### src/logic/ccr_pkg.sv
package ccr_pkg;

	// ------------------------------------------------------------
	// Register map
	// ------------------------------------------------------------
	localparam logic [7:0] CCR_OFS_CONTROL = 8'h01;
	localparam logic [7:0] CCR_OFS_IDENT = 8'h03;
	localparam logic [7:0] CCR_OFS_CHARGE = 8'h04;
	localparam logic [7:0] CCR_UNMAPPED_DATA = 8'hff;

	// ------------------------------------------------------------
	// Field positions and reset values
	// ------------------------------------------------------------
	localparam int CCR_RESET_CMD_BIT = 7;
	localparam int CCR_FAST_LSB = 4;
	localparam int CCR_TERM_LSB = 0;
	localparam int CCR_TE_BIT = 3;
	localparam logic [7:0] CCR_CHARGE_RST = 8'h89;
	localparam logic [7:0] CCR_CONTROL_RST = 8'h30;
	localparam logic [7:0] CCR_CONTROL_WMASK = 8'hff;
	// Arbitrary identification bits
	localparam logic [4:0] CCR_ID_UPPER = 5'h15;

	// ------------------------------------------------------------
	// Sense voltages in microvolts, clamp current in microamps
	// ------------------------------------------------------------
	localparam int CCR_FAST_BASE_UV = 37400;
	localparam int CCR_FAST_STEP_UV = 6800;
	localparam int CCR_TERM_BASE_UV = 3400;
	localparam int CCR_TERM_STEP_UV = 3400;
	localparam int CCR_SHORT_LIMIT_UA = 10000;

	// ------------------------------------------------------------
	// Timing
	// ------------------------------------------------------------
	localparam int CCR_CLK_HZ = 50000000;
	localparam int CCR_SAFETY_S = 1800;

	// ------------------------------------------------------------
	// Types
	// ------------------------------------------------------------
	typedef struct packed {
		logic wr;
		logic rd;
		logic [7:0] addr;
		logic [7:0] wdata;
	} ccr_req_t;

	typedef struct packed {
		logic below_short;
		logic below_refresh;
		logic full;
		logic current_low;
	} ccr_sense_t;

	typedef enum logic [1:0] {
		CCR_ST_IDLE = 2'b00,
		CCR_ST_CHARGE = 2'b01,
		CCR_ST_DONE = 2'b10,
		CCR_ST_FAULT = 2'b11
	} ccr_state_t;

	function automatic logic [16:0] ccr_uv(input logic [2:0] code,
		input int base, input int step);
		int v;
		v = base + int'(code) * step;
		return v[16:0];
	endfunction : ccr_uv

endpackage : ccr_pkg

### src/logic/ccr_safety_timer.sv
`timescale 1ns/1ps
module ccr_safety_timer
	import ccr_pkg::*;
#(
	parameter int LIMIT = 32'd90000
) (
	input wire logic clk_sys,
	input wire logic rst_n,
	input wire logic clk_en,
	input wire logic run,
	input wire logic clear,
	output logic expired
);
	initial begin
		if (LIMIT < 2) begin
			$error("LIMIT too small");
		end
	end

	logic [31:0] cnt_reg;
	logic [31:0] cnt_next;
	logic exp_reg;
	logic exp_next;

	// ------------------------------------------------------------
	// Count while charging
	// ------------------------------------------------------------
	always_comb begin
		cnt_next = cnt_reg;
		exp_next = exp_reg;
		if (clear) begin
			cnt_next = '0;
			exp_next = 1'b0;
		end else if (run && !exp_reg) begin
			cnt_next = cnt_reg + 32'd1;
			if (cnt_reg == 32'(LIMIT - 1)) begin
				exp_next = 1'b1;
			end
		end
	end

	always_ff @(posedge clk_sys or negedge rst_n) begin
		if (!rst_n) begin
			cnt_reg <= '0;
			exp_reg <= 1'b0;
		end else if (clk_en) begin
			cnt_reg <= cnt_next;
			exp_reg <= exp_next;
		end
	end

	assign expired = exp_reg;
endmodule : ccr_safety_timer

### src/logic/ccr_charge_fsm.sv
`timescale 1ns/1ps
module ccr_charge_fsm
	import ccr_pkg::*;
(
	input wire logic clk_sys,
	input wire logic rst_n,
	input wire logic clk_en,
	input wire logic charger_reset,
	input wire logic term_en,
	input wire logic timer_expired,
	input ccr_sense_t sense,
	output ccr_state_t state
);
	ccr_state_t st_reg;
	ccr_state_t st_next;

	// ------------------------------------------------------------
	// Charge sequence
	// ------------------------------------------------------------
	always_comb begin
		st_next = st_reg;
		case (st_reg)
			CCR_ST_IDLE: begin
				st_next = CCR_ST_CHARGE;
			end
			CCR_ST_CHARGE: begin
				if (timer_expired) begin
					st_next = CCR_ST_FAULT;
				end else if (term_en && sense.full && sense.current_low) begin
					st_next = CCR_ST_DONE;
				end
			end
			CCR_ST_DONE: begin
				if (sense.below_refresh) begin
					st_next = CCR_ST_CHARGE;
				end
			end
			default: begin
				st_next = CCR_ST_FAULT;
			end
		endcase
		if (charger_reset) begin
			st_next = CCR_ST_IDLE;
		end
	end

	always_ff @(posedge clk_sys or negedge rst_n) begin
		if (!rst_n) begin
			st_reg <= CCR_ST_IDLE;
		end else if (clk_en) begin
			st_reg <= st_next;
		end
	end

	assign state = st_reg;
endmodule : ccr_charge_fsm

### src/logic/ccr_regs.sv
`timescale 1ns/1ps
module ccr_regs
	import ccr_pkg::*;
#(
	parameter logic [2:0] REVISION = 3'h5,
	parameter int SAFETY_CYCLES = 90000
) (
	input wire logic clk_sys,
	input wire logic rst_n,
	input wire logic clk_en,
	input ccr_req_t req,
	input ccr_sense_t sense,
	output logic [7:0] rdata,
	output logic charger_reset,
	output logic converter_on,
	output logic short_clamp,
	output logic [16:0] reg_sense_uv,
	output logic [16:0] term_sense_uv,
	output logic [15:0] clamp_ua,
	output logic battery_fault,
	output logic [1:0] charge_status
);
	// Revision value is arbitrary
	initial begin
		if (SAFETY_CYCLES < 2) begin
			$error("SAFETY_CYCLES too small");
		end
	end

	// ------------------------------------------------------------
	// Storage
	// ------------------------------------------------------------
	logic [7:0] ctrl_reg;
	logic [7:0] ctrl_next;
	logic [6:0] chg_reg;
	logic [6:0] chg_next;
	logic [7:0] rdata_reg;
	logic [7:0] rdata_next;
	logic rst_cmd_reg;
	logic rst_cmd_next;
	logic conv_reg;
	logic conv_next;
	logic clamp_reg;
	logic clamp_next;
	logic fault_reg;
	logic fault_next;
	logic [1:0] stat_reg;
	logic [1:0] stat_next;
	logic [16:0] vreg_reg;
	logic [16:0] vreg_next;
	logic [16:0] vterm_reg;
	logic [16:0] vterm_next;
	logic [15:0] ilim_reg;
	logic [15:0] ilim_next;
	logic timer_expired;
	ccr_state_t state;

	// ------------------------------------------------------------
	// Register writes
	// ------------------------------------------------------------
	always_comb begin
		ctrl_next = ctrl_reg;
		chg_next = chg_reg;
		rst_cmd_next = 1'b0;
		if (req.wr) begin
			if (req.addr == CCR_OFS_CONTROL) begin
				ctrl_next = req.wdata & CCR_CONTROL_WMASK;
			end else if (req.addr == CCR_OFS_CHARGE) begin
				chg_next = req.wdata[6:0];
				rst_cmd_next = req.wdata[CCR_RESET_CMD_BIT];
			end else if (req.addr == CCR_OFS_IDENT) begin
				ctrl_next = ctrl_reg;
			end
		end
	end

	// ------------------------------------------------------------
	// Read path
	// ------------------------------------------------------------
	always_comb begin
		rdata_next = rdata_reg;
		if (req.rd) begin
			if (req.addr == CCR_OFS_CONTROL) begin
				rdata_next = ctrl_reg;
			end else if (req.addr == CCR_OFS_IDENT) begin
				rdata_next = {CCR_ID_UPPER, REVISION};
			end else if (req.addr == CCR_OFS_CHARGE) begin
				rdata_next = {1'b1, chg_reg};
			end else begin
				rdata_next = CCR_UNMAPPED_DATA;
			end
		end
	end

	// ------------------------------------------------------------
	// Charger outputs
	// ------------------------------------------------------------
	always_comb begin
		vreg_next = ccr_uv(chg_reg[CCR_FAST_LSB +: 3],
			CCR_FAST_BASE_UV, CCR_FAST_STEP_UV);
		vterm_next = ccr_uv(chg_reg[CCR_TERM_LSB +: 3],
			CCR_TERM_BASE_UV, CCR_TERM_STEP_UV);
		clamp_next = sense.below_short;
		ilim_next = 16'(CCR_SHORT_LIMIT_UA);
		conv_next = (state == CCR_ST_CHARGE);
		fault_next = (state == CCR_ST_FAULT);
		stat_next = state;
	end

	// ------------------------------------------------------------
	// Registers
	// ------------------------------------------------------------
	always_ff @(posedge clk_sys or negedge rst_n) begin
		if (!rst_n) begin
			ctrl_reg <= CCR_CONTROL_RST;
			chg_reg <= CCR_CHARGE_RST[6:0];
			rdata_reg <= '0;
			rst_cmd_reg <= 1'b0;
			conv_reg <= 1'b0;
			clamp_reg <= 1'b0;
			fault_reg <= 1'b0;
			stat_reg <= '0;
			vreg_reg <= '0;
			vterm_reg <= '0;
			ilim_reg <= '0;
		end else if (clk_en) begin
			ctrl_reg <= ctrl_next;
			chg_reg <= chg_next;
			rdata_reg <= rdata_next;
			rst_cmd_reg <= rst_cmd_next;
			conv_reg <= conv_next;
			clamp_reg <= clamp_next;
			fault_reg <= fault_next;
			stat_reg <= stat_next;
			vreg_reg <= vreg_next;
			vterm_reg <= vterm_next;
			ilim_reg <= ilim_next;
		end
	end

	// ------------------------------------------------------------
	// Sub-blocks
	// ------------------------------------------------------------
	// timer runs only in CCR_ST_CHARGE, cleared in CCR_ST_IDLE or on reset command
	ccr_safety_timer #(
		.LIMIT(SAFETY_CYCLES)
	) u_timer (
		.clk_sys(clk_sys),
		.rst_n(rst_n),
		.clk_en(clk_en),
		.run(state == CCR_ST_CHARGE),
		.clear(rst_cmd_reg || state == CCR_ST_IDLE),
		.expired(timer_expired)
	);

	ccr_charge_fsm u_fsm (
		.clk_sys(clk_sys),
		.rst_n(rst_n),
		.clk_en(clk_en),
		.charger_reset(rst_cmd_reg),
		.term_en(ctrl_reg[CCR_TE_BIT]),
		.timer_expired(timer_expired),
		.sense(sense),
		.state(state)
	);

	assign rdata = rdata_reg;
	assign charger_reset = rst_cmd_reg;
	assign converter_on = conv_reg;
	assign short_clamp = clamp_reg;
	assign reg_sense_uv = vreg_reg;
	assign term_sense_uv = vterm_reg;
	assign clamp_ua = ilim_reg;
	assign battery_fault = fault_reg;
	assign charge_status = stat_reg;
endmodule : ccr_regs

### config.mk
export PLATFORM = sky130hd
export DESIGN_NAME = ccr_regs
export DESIGN_NICKNAME = d
export VERILOG_FILES = /design/src/logic/ccr_pkg.sv /design/src/logic/ccr_safety_timer.sv /design/src/logic/ccr_charge_fsm.sv /design/src/logic/ccr_regs.sv
export SDC_FILE = /design/constraint.sdc
export NUM_CORES = 1
export LEC_CHECK = 0
export ABC_AREA = 1
export BUFFER_PORTS_ARGS = -buffer_cell sky130_fd_sc_hd__buf_2
export CAP_MARGIN = 20
export CORE_ASPECT_RATIO = 2
export CORE_MARGIN = 2
export CORE_UTILIZATION = 52
export DETAILED_ROUTE_END_ITERATION = 8
export PLACE_DENSITY = 0.77
export RECOVER_POWER = 50
export SYNTH_ARGS = -nofsm -noshare
export SYNTH_HDL_FRONTEND = slang
export SYNTH_SLANG_ARGS = --single-unit
export TNS_END_PERCENT = 30
### constraint.sdc
create_clock -name clk_sys -period 1.98 [get_ports clk_sys]
set_input_delay 0.198 -clock clk_sys [delete_from_list [all_inputs] [get_ports clk_sys]]
set_output_delay 0.198 -clock clk_sys [all_outputs]
set_load 0.05 [all_outputs]
=== Word-level counts from Yosys, hierarchy flattened ===
Cells that the tools add are included.

* $add $sub $neg: 3
* $mul: 2
* Div/mod/pow operators: 0
* Magnitude comparators: 0
* Equal/unequal tests: 9
* Shift operators: 0
* Muxes and demuxes: 16
* Bitwise logic cells: 1
* Reductions and logical operators: 14

{| class="wikitable"
|+ Operators by type and width
! cell !! number
|-
| $mux W32 || 2
|-
| $add A32 B1 Y32 const B || 1
|-
| $eq A32 B17 Y1 const B || 1
|-
| $mul A3 B9 Y12 const B || 2
|-
| $add A16 B16 Y17 const A || 1
|-
| $add A12 B15 Y16 const A || 1
|-
| $mux W7 || 2
|-
| $reduce_and A3 Y1 || 3
|-
| $eq A8 B1 Y1 const B || 1
|-
| $eq A8 B2 Y1 const B || 1
|-
| $eq A8 B3 Y1 const B || 1
|-
| $mux W2 || 4
|-
| $mux W8 || 1
|-
| $mux W1 || 6
|-
| $pmux W2 S3 || 1
|-
| $eq A2 B2 Y1 const B || 2
|-
| $ne A4 B3 Y1 const B || 1
|-
| $reduce_and A2 Y1 || 2
|-
| $reduce_and A4 Y1 || 1
|-
| $reduce_bool A2 Y1 || 2
|-
| $logic_and A1 B1 Y1 || 3
|-
| $ne A3 B3 Y1 const B || 1
|-
| $eq A2 B1 Y1 const B || 1
|-
| $logic_not A2 Y1 || 1
|-
| 3 further kinds || 3
|}

* Bits in registers: 99
* Bits in latches: 0
* RAM bits: 0
* Memory bits (read-only): 0
* Input bits: 25
* Output and inout bits: 64
* Logic and storage cells: 59
* Memories kept: 0

=== Depth between registers and ports, before layout ===
* Depth in word-level cells: 6
* Mapped depth: 15
* Gate-level depth less buffers: 14

=== Hierarchy ===
Synthesis repeated with hierarchy kept, for this count alone.

* Cell total of the unflattened synthesis: 780
* Area, all modules: 5,679.2 µm²

{| class="wikitable"
|+ By module, submodules not included
! module !! instances !! cells an instance !! area an instance (µm²) !! seq. area each (µm²)
|-
| ccr_regs || 1 || 411 || 3,352.0 || 1,381.3
|-
| ccr_safety_timer || 1 || 349 || 2,188.3 || 825.8
|-
| ccr_charge_fsm || 1 || 20 || 138.9 || 50.0
|}

=== Worst setup path before layout ===
Ideal clock, no wire load.

* Path type: reg2reg
* From: reg chg_reg[1]
* To: reg vterm_reg[14] (netlist: term_sense_uv[14])
* Setup time: 0.125 ns
* Arrival: 1.813 ns
* Data required time: 1.855 ns
* Setup slack: 0.042 ns
* Cell stages (with the launch flop): 15
* Path buffers: 1
* Clock period less this slack: 1.938 ns
* Path through: dfrtp_1 -> buf_2 -> inv_1 -> ha_1 -> inv_1 -> ha_1 -> inv_1 -> o21bai_1 -> inv_1 -> nand3b_1 -> nand2_1 -> inv_1 -> nand2_1 -> nand2_1 -> nand3_1

* Longest elaborated chain between the ends: 2

{| class="wikitable"
|+ RTL lines
! item !! RTL line !! text
|-
| from (decl) || ccr_regs.sv:35 || <nowiki>logic [6:0] chg_reg;</nowiki>
|-
| from (signal assigned) || ccr_regs.sv:116 || <nowiki>chg_reg <= CCR_CHARGE_RST[6:0];</nowiki>
|-
| from (signal assigned) || ccr_regs.sv:128 || <nowiki>chg_reg <= chg_next;</nowiki>
|-
| $mul A3 B9 Y12 || ccr_pkg.sv:66 || <nowiki>v = base + int'(code) * step;</nowiki>
|-
| $add A12 B15 Y16 || ccr_pkg.sv:66 ||
|-
| to (signal assigned) || ccr_regs.sv:136 || <nowiki>vterm_reg <= vterm_next;</nowiki>
|-
| to (decl) || ccr_regs.sv:51 || <nowiki>logic [16:0] vterm_reg;</nowiki>
|}

Every way passes these cells.
A chain may end at the register's enable or synchronous reset.

=== Worst setup path after layout ===
* From: reg chg_reg[5]
* To: reg vreg_reg[15] (netlist: reg_sense_uv[15])

* Longest elaborated chain between the ends: 2

{| class="wikitable"
|+ RTL lines
! item !! RTL line !! text
|-
| $mul A3 B9 Y12 || ccr_pkg.sv:66 ||
|-
| $add A16 B16 Y17 || ccr_pkg.sv:66 ||
|-
| to (signal assigned) || ccr_regs.sv:135 || <nowiki>vreg_reg <= vreg_next;</nowiki>
|-
| to (decl) || ccr_regs.sv:49 || <nowiki>logic [16:0] vreg_reg;</nowiki>
|}

Every way passes these cells.

==> reports/metrics.yaml <==
cp_max_fo: 5
synth_adder_area_share_pct: 4.35
ys_ff_latch: 90
largest_reg_flops: 32
regToRegSetupSlack_ps: 40
syn_to_final_growth_pct: 20.3
cap_viol_max_count: 0
overflow: 0
seq_power_share_pct: 41.3
min_path_type: "in -> reg"
area.sequential_um2: 2260
routed-via-count: 5270
clock_skew_ps: 8.63
htreeDepth: 3
switching_share_pct: 37.7
synth-compound-area-share_pct: 10.1
worstSetupStartpointType: "flip-flop"
synth_cell_types: 37
setup_violations: 0
startpoint: "chg_reg[5]"
rows: 53
status: "complete, no violations"
synthSimpleGateAreaFrac_pct: 32.2
clock-sinks: 90
grt_use_total_pct: 23.9
wl_per_cell_um: 13.8
viasPerCell: 5.33
p_int_uw: 3460
tightest_slew_ps: 1110
synth_warnings: 0
fillers: 914
yosysSeqAreaShare_pct: 41.3
grt_max_degree: 44
endpoint: "reg_sense_uv[15]"
synth_top_family_by_area: "simple AND/OR/NAND/NOR gates"
setup_ws_ps: 43.9
power_uw: 5550
fin_tns_setup_ps: 0
drc: 0
fmax_mhz: 517
diodes: 0
endpoint_kind: "flip-flop"
drt_first_pass_iters: 5
routed_wl_mm: 13.6
gp_congestion: 0.979
slew_headroom_pct: 25.9
rsz0062_at_grt: "yes"
multi_input_area_um2: 2930
fp.dieW_um: 76.5
ant_nets: 0
ios: 89
synth_area_per_cell_um2: 7.19
hold_violations: 0
fin_crit_sh_pct: 97.8
worstPathRequired_ps: 2220
syn_inst: 759
dieArea_um2: 11400
period_minus_slack_ps: 1940
drt_iter0_markers: 489
clk_latency_ps: 350
drive_above_1_share_pct: 21.8
fin_nets: 891
peakVddDrop_mv: 0.830
p_per_area_nw_per_um2: 845
path_class: "reg -> reg"
hpwlAfterDp_mm: 9.58
cts_buffer_depth: 2
reg2regPathDepth: 13
syn_area_um2: 5460
antenna_found_initial: 0
arrival_ps: 2180
crit-reg2reg-capture: "reg_sense_uv[15]"
maxSlewViolCount: 0
grt_pass1_vias: 4884
tritoncts: "done"
synth-xor-area-share_pct: 1.60
core_area_um2: 10300
comb_power_share_pct: 27.8
io_buffer_count: 70
cts-root-buf: "clkbuf_16"
die_h_um: 149
cts_made_buffers: 9
p_leak_uw: 0.00318
power_switching_uw: 2090
r2r_start: "chg_reg[5]"
clockPowerShare_pct: 30.9
grt_pass1_wl_mm: 22.3
synth.area.mux_share_pct: 0
pre_cts_slack_ps: -20.6
initial_utilization_pct: 52.8
clkSlewWorstSetupHoldPaths_ps: 70
-- worst min path at each step --
stage | depth (start not counted) | from | to | slack, ps
global route | 3 | req[3] | chg_reg[3] | 90
finish | 3 | req[3] | chg_reg[3] | 60
CTS | 3 | sense[3] | short_clamp | 60
floorplan | 0 | rst_n | battery_fault | -100
detailed placement | 1 | rst_n | reg_sense_uv[10] | 230
global placement | 1 | rst_n | term_sense_uv[6] | 230
-- logic make-up after synthesis --
kind of cell | Yosys count
AND/OR/NAND/NOR | 412
buffers and inverters | 122
AO/OA/AOI/OAI | 105
flip-flops | 90
XOR/XNOR | 10
adder cells (fa/ha/maj) | 19
other | 1
-- worst max-delay path: stages (launching register included) --
cell      delay, ps
dfrtp_2         420
inv_1            60
ha_1            280
inv_2            50
ha_4            290
nand2_1          90
nor2_2          120
nand2_1          80
o211ai_1         90
inv_1           100
nor2_1           90
nand2_1          60
nand2_1          50
nor2_1           40
-- cells in the final DEF (no fill, tap or decap), types with 10 or more instances in the layout --
cell and count:
conb_1 18, inv_1 64, nand4_1 31, o21ai_0 26
o21ai_1 36, buf_2 68, nand2_1 219, nor2_1 71
inv_2 16, ha_4 10, dfrtp_1 83, a21oi_1 28
nand3_1 42, buf_4 26, nand2_2 16
-- layer usage --
metal | wire (um) | part of all wire [%] | vias to the layer above | GRT usage (%)
met2 | 6530 | 48 | 202 | 39.2
li1 | - | - | 2609 | -
met3 | 791 | 5.8 | 28 | 3.87
met1 | 6010 | 44 | 2431 | 32.4
met4 | 269 | 2.0 | 0 | 8.18
met5 | 0 | 0 | - | 0
-- final cells by class --
type | instances | area share [%]
clock buffer | 10 | 3.48
clock inverter | 6 | 1.03
inverter | 81 | 4.63
multi-input combinational | 564 | 44.6
sequential | 90 | 34.4
tap | 137 | 2.61
timing repair buffer | 101 | 9.25
-- power groups by stage --
| stage | registers (uW) | logic [uW] | clock network [uW] |
|---|---|---|---|
| floorplan | 2520 | 887 | 0 |
| global placement | 2300 | 1460 | 0 |
| detailed placement | 2310 | 1490 | 0 |
| CTS | 2280 | 1510 | 1730 |
| global route | 2320 | 1700 | 1810 |
| finish | 2290 | 1540 | 1720 |
-- repair_timing --
item	in CTS	in global routing
setup endpoints to repair	3	12
resized for setup	4	54
setup buffers	2	5
hold buffers	1	0
endpoints found under the hold margin	37	0
pin swaps	0	15
-- metrics by stage --
stage	std cells	area, um2	hold slack (ps)	util [%]
after floorplan	776	5520	-97.6	-
after global placement	965	5970	235	57.7
after detailed placement	965	5970	230	57.7
after CTS	984	6330	64.0	61.2
after global routing	989	6570	87.8	63.5
final	989	6570	64.2	63.5
-- cells in the mapped netlist, drive strengths merged --
| cell | n | area (um2) |
|---|---|---|
| o21a | 2 | 15.0 |
| nor2 | 81 | 322 |
| and2 | 1 | 8.76 |
| ha | 19 | 238 |
| nor4b | 1 | 8.76 |
| nand2 | 237 | 900 |
| o22ai | 1 | 6.26 |
| clkbuf | 8 | 30.0 |
| or2 | 4 | 25.0 |
| clkinv | 1 | 3.75 |
| xnor2 | 5 | 43.8 |
| conb | 1 | 3.75 |
| nor3b | 1 | 7.51 |
| inv | 80 | 300 |
| nor3 | 9 | 45.0 |
| nand3b | 3 | 22.5 |
| buf | 33 | 231 |
| dfstp | 4 | 105 |
| nand4 | 31 | 194 |
| o21bai | 1 | 7.51 |
| a211oi | 1 | 7.51 |
| a31oi | 7 | 43.8 |
| o21ai | 62 | 310 |
| xor2 | 5 | 43.8 |
| nand3 | 44 | 225 |
| o211ai | 2 | 15.0 |
| dfrtp | 86 | 2150 |
| a21oi | 29 | 145 |
Note: power is estimated with default switching activity, not from simulation.
